<file path="config.mk">
export PLATFORM = sky130hd
export DESIGN_NAME = asbp_host
export DESIGN_NICKNAME = d
export VERILOG_FILES = /design/src/logic/asbp_pkg.sv /design/src/logic/asbp_host.sv /design/src/logic/asbp_sync.sv
export SDC_FILE = /design/constraint.sdc
export NUM_CORES = 1
export LEC_CHECK = 0
export BUFFER_PORTS_ARGS = -buffer_cell sky130_fd_sc_hd__buf_2
export CAP_MARGIN = 20
export CORE_UTILIZATION = 40
export CTS_CLUSTER_DIAMETER = 60
export CTS_CLUSTER_SIZE = 14
export DETAILED_ROUTE_END_ITERATION = 10
export GPL_TIMING_DRIVEN = 1
export HOLD_SLACK_MARGIN = 0.05
export PLACE_DENSITY = 0.68
export SYNTH_ARGS = -nofsm -noshare
export SYNTH_HDL_FRONTEND = slang
export SYNTH_SLANG_ARGS = --single-unit
</file>
<file path="constraint.sdc">
create_clock -name clk -period 1.6 [get_ports clk]
set_input_delay 0.16 -clock clk [delete_from_list [all_inputs] [get_ports clk]]
set_output_delay 0.16 -clock clk [all_outputs]
set_load 0.005 [all_outputs]
</file>
<file path="src/logic/asbp_pkg.sv">
// Package for the async SRAM byte port host controller
package asbp_pkg;
   localparam int ASBP_ADDR_W = 19;
   localparam int ASBP_DATA_W = 8;
   localparam int ASBP_CLK_PS = 25000;
   // Pin timing in picoseconds, slowest grade
   localparam int ASBP_T_RC_PS   = 15000;
   localparam int ASBP_T_AA_PS   = 15000;
   localparam int ASBP_T_PWE_PS  = 10000;
   localparam int ASBP_T_AW_PS   = 10000;
   localparam int ASBP_T_SD_PS   = 7000;
   localparam int ASBP_T_HZWE_PS = 7000;
   localparam int ASBP_T_HZ_PS   = 6000;
   function automatic int asbp_min_cyc(input int ps);
      int c;
      c = (ps + ASBP_CLK_PS - 1) / ASBP_CLK_PS;
      return (c < 1) ? 1 : c;
   endfunction
   localparam int ASBP_RD_CYC = asbp_min_cyc(ASBP_T_AA_PS);
   localparam int ASBP_WR_CYC = asbp_min_cyc(ASBP_T_PWE_PS);
   localparam int ASBP_HZ_CYC = asbp_min_cyc(ASBP_T_HZ_PS);
   localparam int ASBP_CNT_W = 4;
   localparam logic [ASBP_CNT_W-1:0] ASBP_RD_CNT = ASBP_CNT_W'(ASBP_RD_CYC);
   localparam logic [ASBP_CNT_W-1:0] ASBP_WR_CNT = ASBP_CNT_W'(ASBP_WR_CYC);
   localparam logic [ASBP_CNT_W-1:0] ASBP_HZ_CNT = ASBP_CNT_W'(ASBP_HZ_CYC);
   localparam logic [ASBP_CNT_W-1:0] ASBP_CNT_ZERO = 4'h0;
   localparam logic [ASBP_CNT_W-1:0] ASBP_CNT_ONE  = 4'h1;
   // Extra read wait for the two-flop input synchroniser
   localparam logic [ASBP_CNT_W-1:0] ASBP_SYNC_CNT = 4'h2;

   typedef struct packed {
      logic                   write;
      logic [ASBP_ADDR_W-1:0] addr;
      logic [ASBP_DATA_W-1:0] wdata;
   } asbp_req_t;

   typedef struct packed {
      logic                   chipSelN;
      logic                   outEnN;
      logic                   writeEnN;
      logic [ASBP_ADDR_W-1:0] wordAddress;
      logic [ASBP_DATA_W-1:0] byteDataOut;
      logic                   byteDataOe;
   } asbp_pins_t;

   typedef enum logic [2:0] {
      ASBP_IDLE  = 3'b000,
      ASBP_SETUP = 3'b001,
      ASBP_READ  = 3'b011,
      ASBP_WRITE = 3'b010,
      ASBP_RECOV = 3'b110
   } asbp_state_t;
endpackage

</file>
<file path="src/logic/asbp_host.sv">
// Host controller sequencing the async SRAM byte port pins
`timescale 1ns/1ps
module asbp_host
   import asbp_pkg::*;
(
   input  wire logic                   clk,
   input  wire logic                   reset,
   input  wire logic                   clkEn,
   input  wire logic                   reqValid,
   input  wire asbp_req_t              req,
   output logic                        reqReady,
   output logic                        rdValid,
   output logic      [ASBP_DATA_W-1:0] rdData,
   output logic                        chipSelN,
   output logic                        outEnN,
   output logic                        writeEnN,
   output logic      [ASBP_ADDR_W-1:0] wordAddress,
   output logic      [ASBP_DATA_W-1:0] byteDataOut,
   output logic                        byteDataOe,
   input  wire logic [ASBP_DATA_W-1:0] byteDataIn
);
   asbp_state_t            state_q;
   asbp_state_t            state_d;
   logic [ASBP_CNT_W-1:0]  cnt_q;
   logic [ASBP_CNT_W-1:0]  cnt_d;
   asbp_req_t              cur_q;
   asbp_req_t              cur_d;
   asbp_pins_t             pins_q;
   asbp_pins_t             pins_d;
   logic                   ready_q;
   logic                   ready_d;
   logic                   rdValid_q;
   logic                   rdValid_d;
   logic [ASBP_DATA_W-1:0] rdData_q;
   logic [ASBP_DATA_W-1:0] rdData_d;
   logic [ASBP_DATA_W-1:0] dataSync;
   logic                   take;

   asbp_sync u_sync (
      .clk   (clk),
      .clkEn (clkEn),
      .din   (byteDataIn),
      .dout  (dataSync)
   );

   function automatic asbp_pins_t idle_pins(input asbp_pins_t p);
      asbp_pins_t r;
      r            = p;
      r.chipSelN   = 1'b1;
      r.outEnN     = 1'b1;
      r.writeEnN   = 1'b1;
      r.byteDataOe = 1'b0;
      return r;
   endfunction

   // Countdown helpers, a zero count also ends the wait
   function automatic logic cnt_done(input logic [ASBP_CNT_W-1:0] c);
      return (c <= ASBP_CNT_ONE);
   endfunction

   function automatic logic [ASBP_CNT_W-1:0] cnt_dec(input logic [ASBP_CNT_W-1:0] c);
      return c - ASBP_CNT_ONE;
   endfunction

   // Request taken on this enabled edge
   assign take = (state_q == ASBP_IDLE) && reqValid && ready_q;

   // Pin sequencer
   always_comb begin
      state_d = state_q;
      cnt_d   = cnt_q;
      cur_d   = cur_q;
      pins_d  = pins_q;
      case (state_q)
         ASBP_IDLE: begin
            pins_d = idle_pins(pins_q);
            if (take) begin
               cur_d              = req;
               pins_d.wordAddress = req.addr;
               pins_d.outEnN      = 1'b1;
               pins_d.writeEnN    = 1'b1;
               pins_d.byteDataOut = req.wdata;
               state_d            = ASBP_SETUP;
            end
         end
         ASBP_SETUP: begin
            pins_d.chipSelN = 1'b0;
            if (cur_q.write) begin
               pins_d.writeEnN   = 1'b0;
               pins_d.outEnN     = 1'b1;
               pins_d.byteDataOe = 1'b1;
               cnt_d             = ASBP_WR_CNT;
               state_d           = ASBP_WRITE;
            end else begin
               pins_d.writeEnN = 1'b1;
               pins_d.outEnN   = 1'b0;
               cnt_d           = ASBP_RD_CNT + ASBP_SYNC_CNT;
               state_d         = ASBP_READ;
            end
         end
         ASBP_READ: begin
            if (cnt_done(cnt_q)) begin
               pins_d  = idle_pins(pins_q);
               cnt_d   = ASBP_HZ_CNT;
               state_d = ASBP_RECOV;
            end else begin
               cnt_d = cnt_dec(cnt_q);
            end
         end
         ASBP_WRITE: begin
            if (cnt_done(cnt_q)) begin
               pins_d.writeEnN = 1'b1;
               pins_d.chipSelN = 1'b1;
               cnt_d           = ASBP_HZ_CNT;
               state_d         = ASBP_RECOV;
            end else begin
               cnt_d = cnt_dec(cnt_q);
            end
         end
         ASBP_RECOV: begin
            pins_d.byteDataOe = 1'b0;
            if (cnt_done(cnt_q)) begin
               state_d = ASBP_IDLE;
            end else begin
               cnt_d = cnt_dec(cnt_q);
            end
         end
         default: begin
            state_d = ASBP_IDLE;
            pins_d  = idle_pins(pins_q);
         end
      endcase
   end

   always_ff @(posedge clk) begin
      if (reset) begin
         state_q <= ASBP_IDLE;
         cnt_q   <= ASBP_CNT_ZERO;
         cur_q   <= '0;
         pins_q  <= '{chipSelN: 1'b1, outEnN: 1'b1, writeEnN: 1'b1,
                      wordAddress: '0, byteDataOut: '0, byteDataOe: 1'b0};
      end else if (clkEn) begin
         state_q <= state_d;
         cnt_q   <= cnt_d;
         cur_q   <= cur_d;
         pins_q  <= pins_d;
      end
   end

   // Request handshake
   always_comb begin
      ready_d = ready_q;
      case (state_q)
         ASBP_IDLE: begin
            ready_d = !take;
         end
         ASBP_RECOV: begin
            if (cnt_done(cnt_q)) begin
               ready_d = 1'b1;
            end
         end
         default: begin
            ready_d = ready_q;
         end
      endcase
   end

   always_ff @(posedge clk) begin
      if (reset) begin
         ready_q <= 1'b0;
      end else if (clkEn) begin
         ready_q <= ready_d;
      end
   end

   // Read return, one-cycle valid pulse
   always_comb begin
      rdValid_d = 1'b0;
      rdData_d  = rdData_q;
      if (state_q == ASBP_READ && cnt_done(cnt_q)) begin
         rdData_d  = dataSync;
         rdValid_d = 1'b1;
      end
   end

   always_ff @(posedge clk) begin
      if (reset) begin
         rdValid_q <= 1'b0;
         rdData_q  <= '0;
      end else if (clkEn) begin
         rdValid_q <= rdValid_d;
         rdData_q  <= rdData_d;
      end
   end

   // Outputs straight from registers
   assign reqReady    = ready_q;
   assign rdValid     = rdValid_q;
   assign rdData      = rdData_q;
   assign chipSelN    = pins_q.chipSelN;
   assign outEnN      = pins_q.outEnN;
   assign writeEnN    = pins_q.writeEnN;
   assign wordAddress = pins_q.wordAddress;
   assign byteDataOut = pins_q.byteDataOut;
   assign byteDataOe  = pins_q.byteDataOe;
endmodule // asbp_host

</file>
<file path="src/logic/asbp_sync.sv">
// Two-flop synchroniser for the returning data pins
`timescale 1ns/1ps
module asbp_sync
   import asbp_pkg::*;
(
   input  wire logic                   clk,
   input  wire logic                   clkEn,
   input  wire logic [ASBP_DATA_W-1:0] din,
   output logic      [ASBP_DATA_W-1:0] dout
);
   logic [ASBP_DATA_W-1:0] meta_q;
   logic [ASBP_DATA_W-1:0] meta_d;
   logic [ASBP_DATA_W-1:0] sync_q;
   logic [ASBP_DATA_W-1:0] sync_d;

   always_comb begin
      meta_d = clkEn ? din : meta_q;
      sync_d = clkEn ? meta_q : sync_q;
   end

   always_ff @(posedge clk) begin
      meta_q <= meta_d;
      sync_q <= sync_d;
   end

   assign dout = sync_q;
endmodule // asbp_sync

</file>
* Word-level counts from Yosys, hierarchy flattened *
Cells that the tools add are included.

storage, ports and cells
  word-level logic and storage cells = 70
  register bits after elaboration = 65
  input port bits = 40
  output and inout port bits = 41

cells by class
  order comparisons = 1
  bitwise gates (word level) = 4
  muxes and demuxes = 21
  reductions and logical operators = 18
  equal/unequal tests = 11
  add/sub/neg operators = 1

operator list
  operator               number
  $pmux W27 S2           1
  $mux W31               1
  $mux W27               1
  $reduce_and A4 Y1      4
  $ne A2 B2 Y1 const B   6
  $pmux W3 S4            1
  $pmux W4 S3            1
  $reduce_and A3 Y1      4
  $mux W3                3
  $mux W4                2
  $pmux W1 S4            2
  $eq A3 B2 Y1 const B   2
  $pmux W1 S5            1
  $le A4 B1 Y1 const B   1
  $mux W1                4
  $mux W2                2
  $not A1 Y1             4
  $reduce_or A2 Y1       2
  $sub A4 B1 Y4 const B  1
  $eq A3 B1 Y1 const B   1
  $eq A3 B3 Y1 const B   1
  $logic_and A1 B1 Y1    3
  $logic_not A3 Y1       1
  $pmux W1 S3            1
  6 further kinds        6

* Depth between registers and ports, before layout *
  depth after elaboration = 5
  depth in mapped cells = 8
  mapped depth without buffers = 6

* By module *
Synthesis repeated with hierarchy kept, for this count alone.

second synthesis, totals
  cells, all modules = 261
  area total of the unflattened synthesis = 2519.9 sq um

modules (own cells, without submodules)
  module     instances  cells an instance  area an instance (sq um)  seq. area each (sq um)
  asbp_host  1          245                2039.5                    980.9
  asbp_sync  1          16                 480.5                     480.5

* Least setup slack after synthesis *
OpenSTA, ideal clock, no wires.

  path kind = register -> register
  start point = reg cnt_q[0]
  end point = reg cnt_q[3]
  arrival time = 1.663 ns
  library setup time = 0.072 ns
  data required time = 1.528 ns
  stages on the path, launching flop included = 8
  clock period less this slack = 1.735 ns
  setup slack = -0.135 ns
  buffers on the path = 1
  path through = dfxtp_1 inv_1 ha_1 or2_1 buf_6 a2111oi_4 o21a_2 mux2i_1

between the ends
  longest elaborated chain between the ends = 3
  elaborated cells between the ends (all ways) = 7
  classes of those cells = add/sub: 1; order compare: 1; eq/ne: 1; mux: 3; reduce/logical: 1

RTL lines
  element                                           RTL line                          text
  from (decl)                                       asbp_host.sv:24                   logic [ASBP_CNT_W-1:0] cnt_q;
  from (signal assigned)                            asbp_host.sv:144                  cnt_q <= cnt_d;
  $sub A4 B1 Y4 or $le A4 B1 Y1 (tied branches)     asbp_host.sv:62, asbp_host.sv:58
  $mux W4 (tied with other cells)                   asbp_host.sv:122                  if (cnt_done(cnt_q)) begin
  $pmux W4 S3 or $reduce_and A3 Y1 (tied branches)  --

Several ways; a longest one is shown, not always the timed one. The select of a mux whose other input is x is not followed.
A chain may end at the register's enable or synchronous reset.

* Worst setup path in the final report *
  start point = reg cnt_q[1]
  end point = reg cnt_q[0]

between the ends
  longest elaborated chain between the ends = 3
  elaborated cells between the ends (all ways) = 5
  classes of those cells = order compare: 1; eq/ne: 1; mux: 2; reduce/logical: 1

RTL lines
  element                                           RTL line         text
  $le A4 B1 Y1 (*)                                  asbp_host.sv:58  return (c <= ASBP_CNT_ONE);
  $mux W4 or $ne A2 B2 Y1 (tied branches)           --
  $pmux W4 S3 or $reduce_and A3 Y1 (tied branches)  --

Every way passes the cells marked *; elsewhere a longest branch is shown, timed or not.

==> results.ini <==
[synth]
synth_edf_count=16
synth_top_cell_by_area=dfxtp_1
synth_common_cells=64 x nand2_1, 49 x dfxtp_1, 37 x a21oi_1
synth_top_family_by_area=simple AND/OR/NAND/NOR gates
syn_inst=265
synthFlopType=dfxtp_1
async_flop_share_pct=0
synth-simple-area-share_pct=17.93
ys_ff_latch=65
postSynthAreaPerCell_um2=9.556
synth-xor-area-share_pct=0
synth_top_cell_area_share_pct=38.74
synthMuxAreaShare_pct=3.557
yosys_warnings=0
synthesis.nets=307
synth_most_common_cell=nand2_1
seq_area_frac_synth_pct=57.71
synthTopCellsByArea=dfxtp_1 39%, edfxtp_1 19%, nand2_1 9.5%, a21oi_1 7.3%, mux2i_1 3.6%
synth_area_um2=2532
synth-compound-area-share_pct=15.51
synthAdderAreaFrac_pct=0.9881
synth_cell_types=44

[route]
wl_mm=6.696
vias=2378
drt-initial-drc-count=114
antenna_left=0
viasPerCell=5.049
drtPass1Iterations=4
wl_per_cell_um=14.22
drc=0

[floorplanning]
dieArea_um2=6654
ios=81
die_w_um=81.57
rows=28
initial_utilization_pct=42.03
chipHeight_um=81.57
core-area_um2=6026

[run_status]
violations=negative setup slack
status=finished with violations

[power]
power_switching_mw=0.9332
p_per_area_nw_per_um2=998.4
total_power_mw=3.653
pwr-share-seq_pct=49.3
switching_share_pct=25.55
pwr-share-comb_pct=13.2
max-vdd-ir-drop_uv=691.9
p_leak_nw=1.585
intPower_mw=2.719
p_clk_share_pct=37.5

[global_routing]
grt_pass1_vias=2319
grt_pass1_wl_mm=10.55
grt_max_degree=25
antenna_found_initial=0
grt_usage_pct=21.62
overflow=0

[cells_and_area]
fin_util_pct=60.71
n_antenna_cell=0
finalNetCount=433
synthToLayoutAreaGrowth_pct=44.47
drive_above_1_share_pct=33.33
final_area_um2=3659

[setup_path]
cp-end-kind=flip-flop
critPathArrivalTime_ns=1.89
start_kind=flip-flop
cp_max_fo=3
critPathKind=reg -> reg
worstPathRequired_ns=1.88

[min_path]
worstHoldPathType=in -> reg

[sta]
rsz0062_at_grt=yes
skew_ns=0.004400
timing.fmax_ghz=0.6240
fin_setup_tns_ns=-0.002454
setup_viol=1
timing.final.crit_share_pct=100.2
period_minus_slack_ns=1.602
layout_setup_ws_ns=-0.002454
worst_slew_pin_slew_ns=0.3612
finalHoldViolCount=0
slew_headroom_pct=75.54
drv_slew=0

[clocking]
cts_tree=yes
numCtsBuffers=9
cts_max_path_buffers=2
cts.sinks=65
htreeDepth=3
clk_pin_slew_worst_paths_ns=0.07
clock_tree.root_cell=clkbuf_8
clk_latency_ns=0.34

[placement]
place_area_um2=3098
numPortBuffers=80
gp_congestion=0.8538
hpwl_mm=4.050
dp_slack_ns=-0.01575

[job]
drv_cap=0

[cell type report]
type                    instances  area (um^2)
inverters                       6        22.52
repair buffers                132        897.1
fillers                       521         2367
multi-input cells             177        985.9
clock buffers                   9        123.9
clock inverters                 7        70.07
flip-flops and latches         65         1465
well taps                      75        93.84
[cell families after synthesis]
group | count (synthesis)
AND/OR/NAND/NOR | 103
multiplexers | 9
buffers and inverters | 23
AO/OA/AOI/OAI | 63
flip-flops | 65
adder cells (fa/ha/maj) | 2
[power by group through the flow]
stage | combinational [mW] | sequential (mW) | clock, mW
3_5_place_dp | 0.376 | 1.84 | 0
6_report | 0.483 | 1.80 | 1.37
3_3_place_gp | 0.368 | 1.83 | 0
2_1_floorplan | 0.214 | 1.83 | 0
5_1_grt | 0.523 | 1.81 | 1.46
4_1_cts | 0.460 | 1.80 | 1.40
[placed cells by master, fill, tap and decap left out, types with 2 or more instances in the layout]
cell type,synthesis,routed
a21oi_1,37,37
nor3_1,5,5
mux2i_1,9,9
o21ai_1,2,2
buf_4,2,18
nor2_1,11,10
nand2_1,64,64
buf_2,6,80
nor2b_1,4,4
clkbuf_8,0,9
nor2_2,2,3
o21ai_0,7,6
a21o_1,2,2
buf_12,0,2
clkinvlp_4,0,3
dfxtp_2,0,3
a211oi_1,2,2
dfxtp_1,49,46
nand3_1,3,3
inv_1,6,4
dlygate4sd3_1,0,31
edfxtp_1,16,16
nand4_1,4,4
inv_2,0,2
[critical path, cell delays in order, from the launching register on]
cell and delay [ns]:
dfxtp_2 0.34, inv_2 0.05, ha_2 0.18, or2_4 0.26, a2111oi_4 0.34, or2_1 0.19
o221a_1 0.18
[sequential cells by signal (all words and copies together), names as in the netlist]
| name | count |
|---|---|
| rdValid | 1 |
| cnt_q | 4 |
| state_q | 3 |
| byteDataOut | 8 |
| cur_q | 1 |
| wordAddress | 19 |
| outEnN | 1 |
| rdData | 8 |
| u_sync.meta_q | 8 |
| u_sync.dout | 8 |
| reqReady | 1 |
| chipSelN | 1 |
| writeEnN | 1 |
| byteDataOe | 1 |
[layer usage]
layer / GRT usage, % / wire [um]
met1: 23.18 / 2658
met4: 14.21 / 247
met5: 0 / 0
met2: 37.58 / 3487
met3: 5.444 / 302
[worst paths after layout]
kind | depth (start not counted) | from | to | slack [ns]
hold / removal | 3 | req[7] | byteDataOut[7] | 0.07
setup reg to reg | 6 | cnt_q[1] | cnt_q[0] | -0.002
setup / recovery | 6 | cnt_q[1] | cnt_q[0] | -0.002
hold reg to reg | 0 | u_sync.meta_q[3] | u_sync.dout[3] | 0.42
[through the flow]
stage	instances	hold slack, ns
final	471	0.06853
after global routing	471	0.06198
after CTS	470	0.05062
after detailed placement	420	0.3381
after global placement	420	0.3370
after floorplan	265	0.2589
[repair_timing]
action	in CTS	in global routing
pin swaps	4	2
hold endpoints to repair	31	0
gates cloned	0	0
buffers inserted	3	1
hold buffers	31	0
endpoints found under the setup margin	3	20
gates resized for setup	5	5
Note: power is estimated with default switching activity, not from simulation.
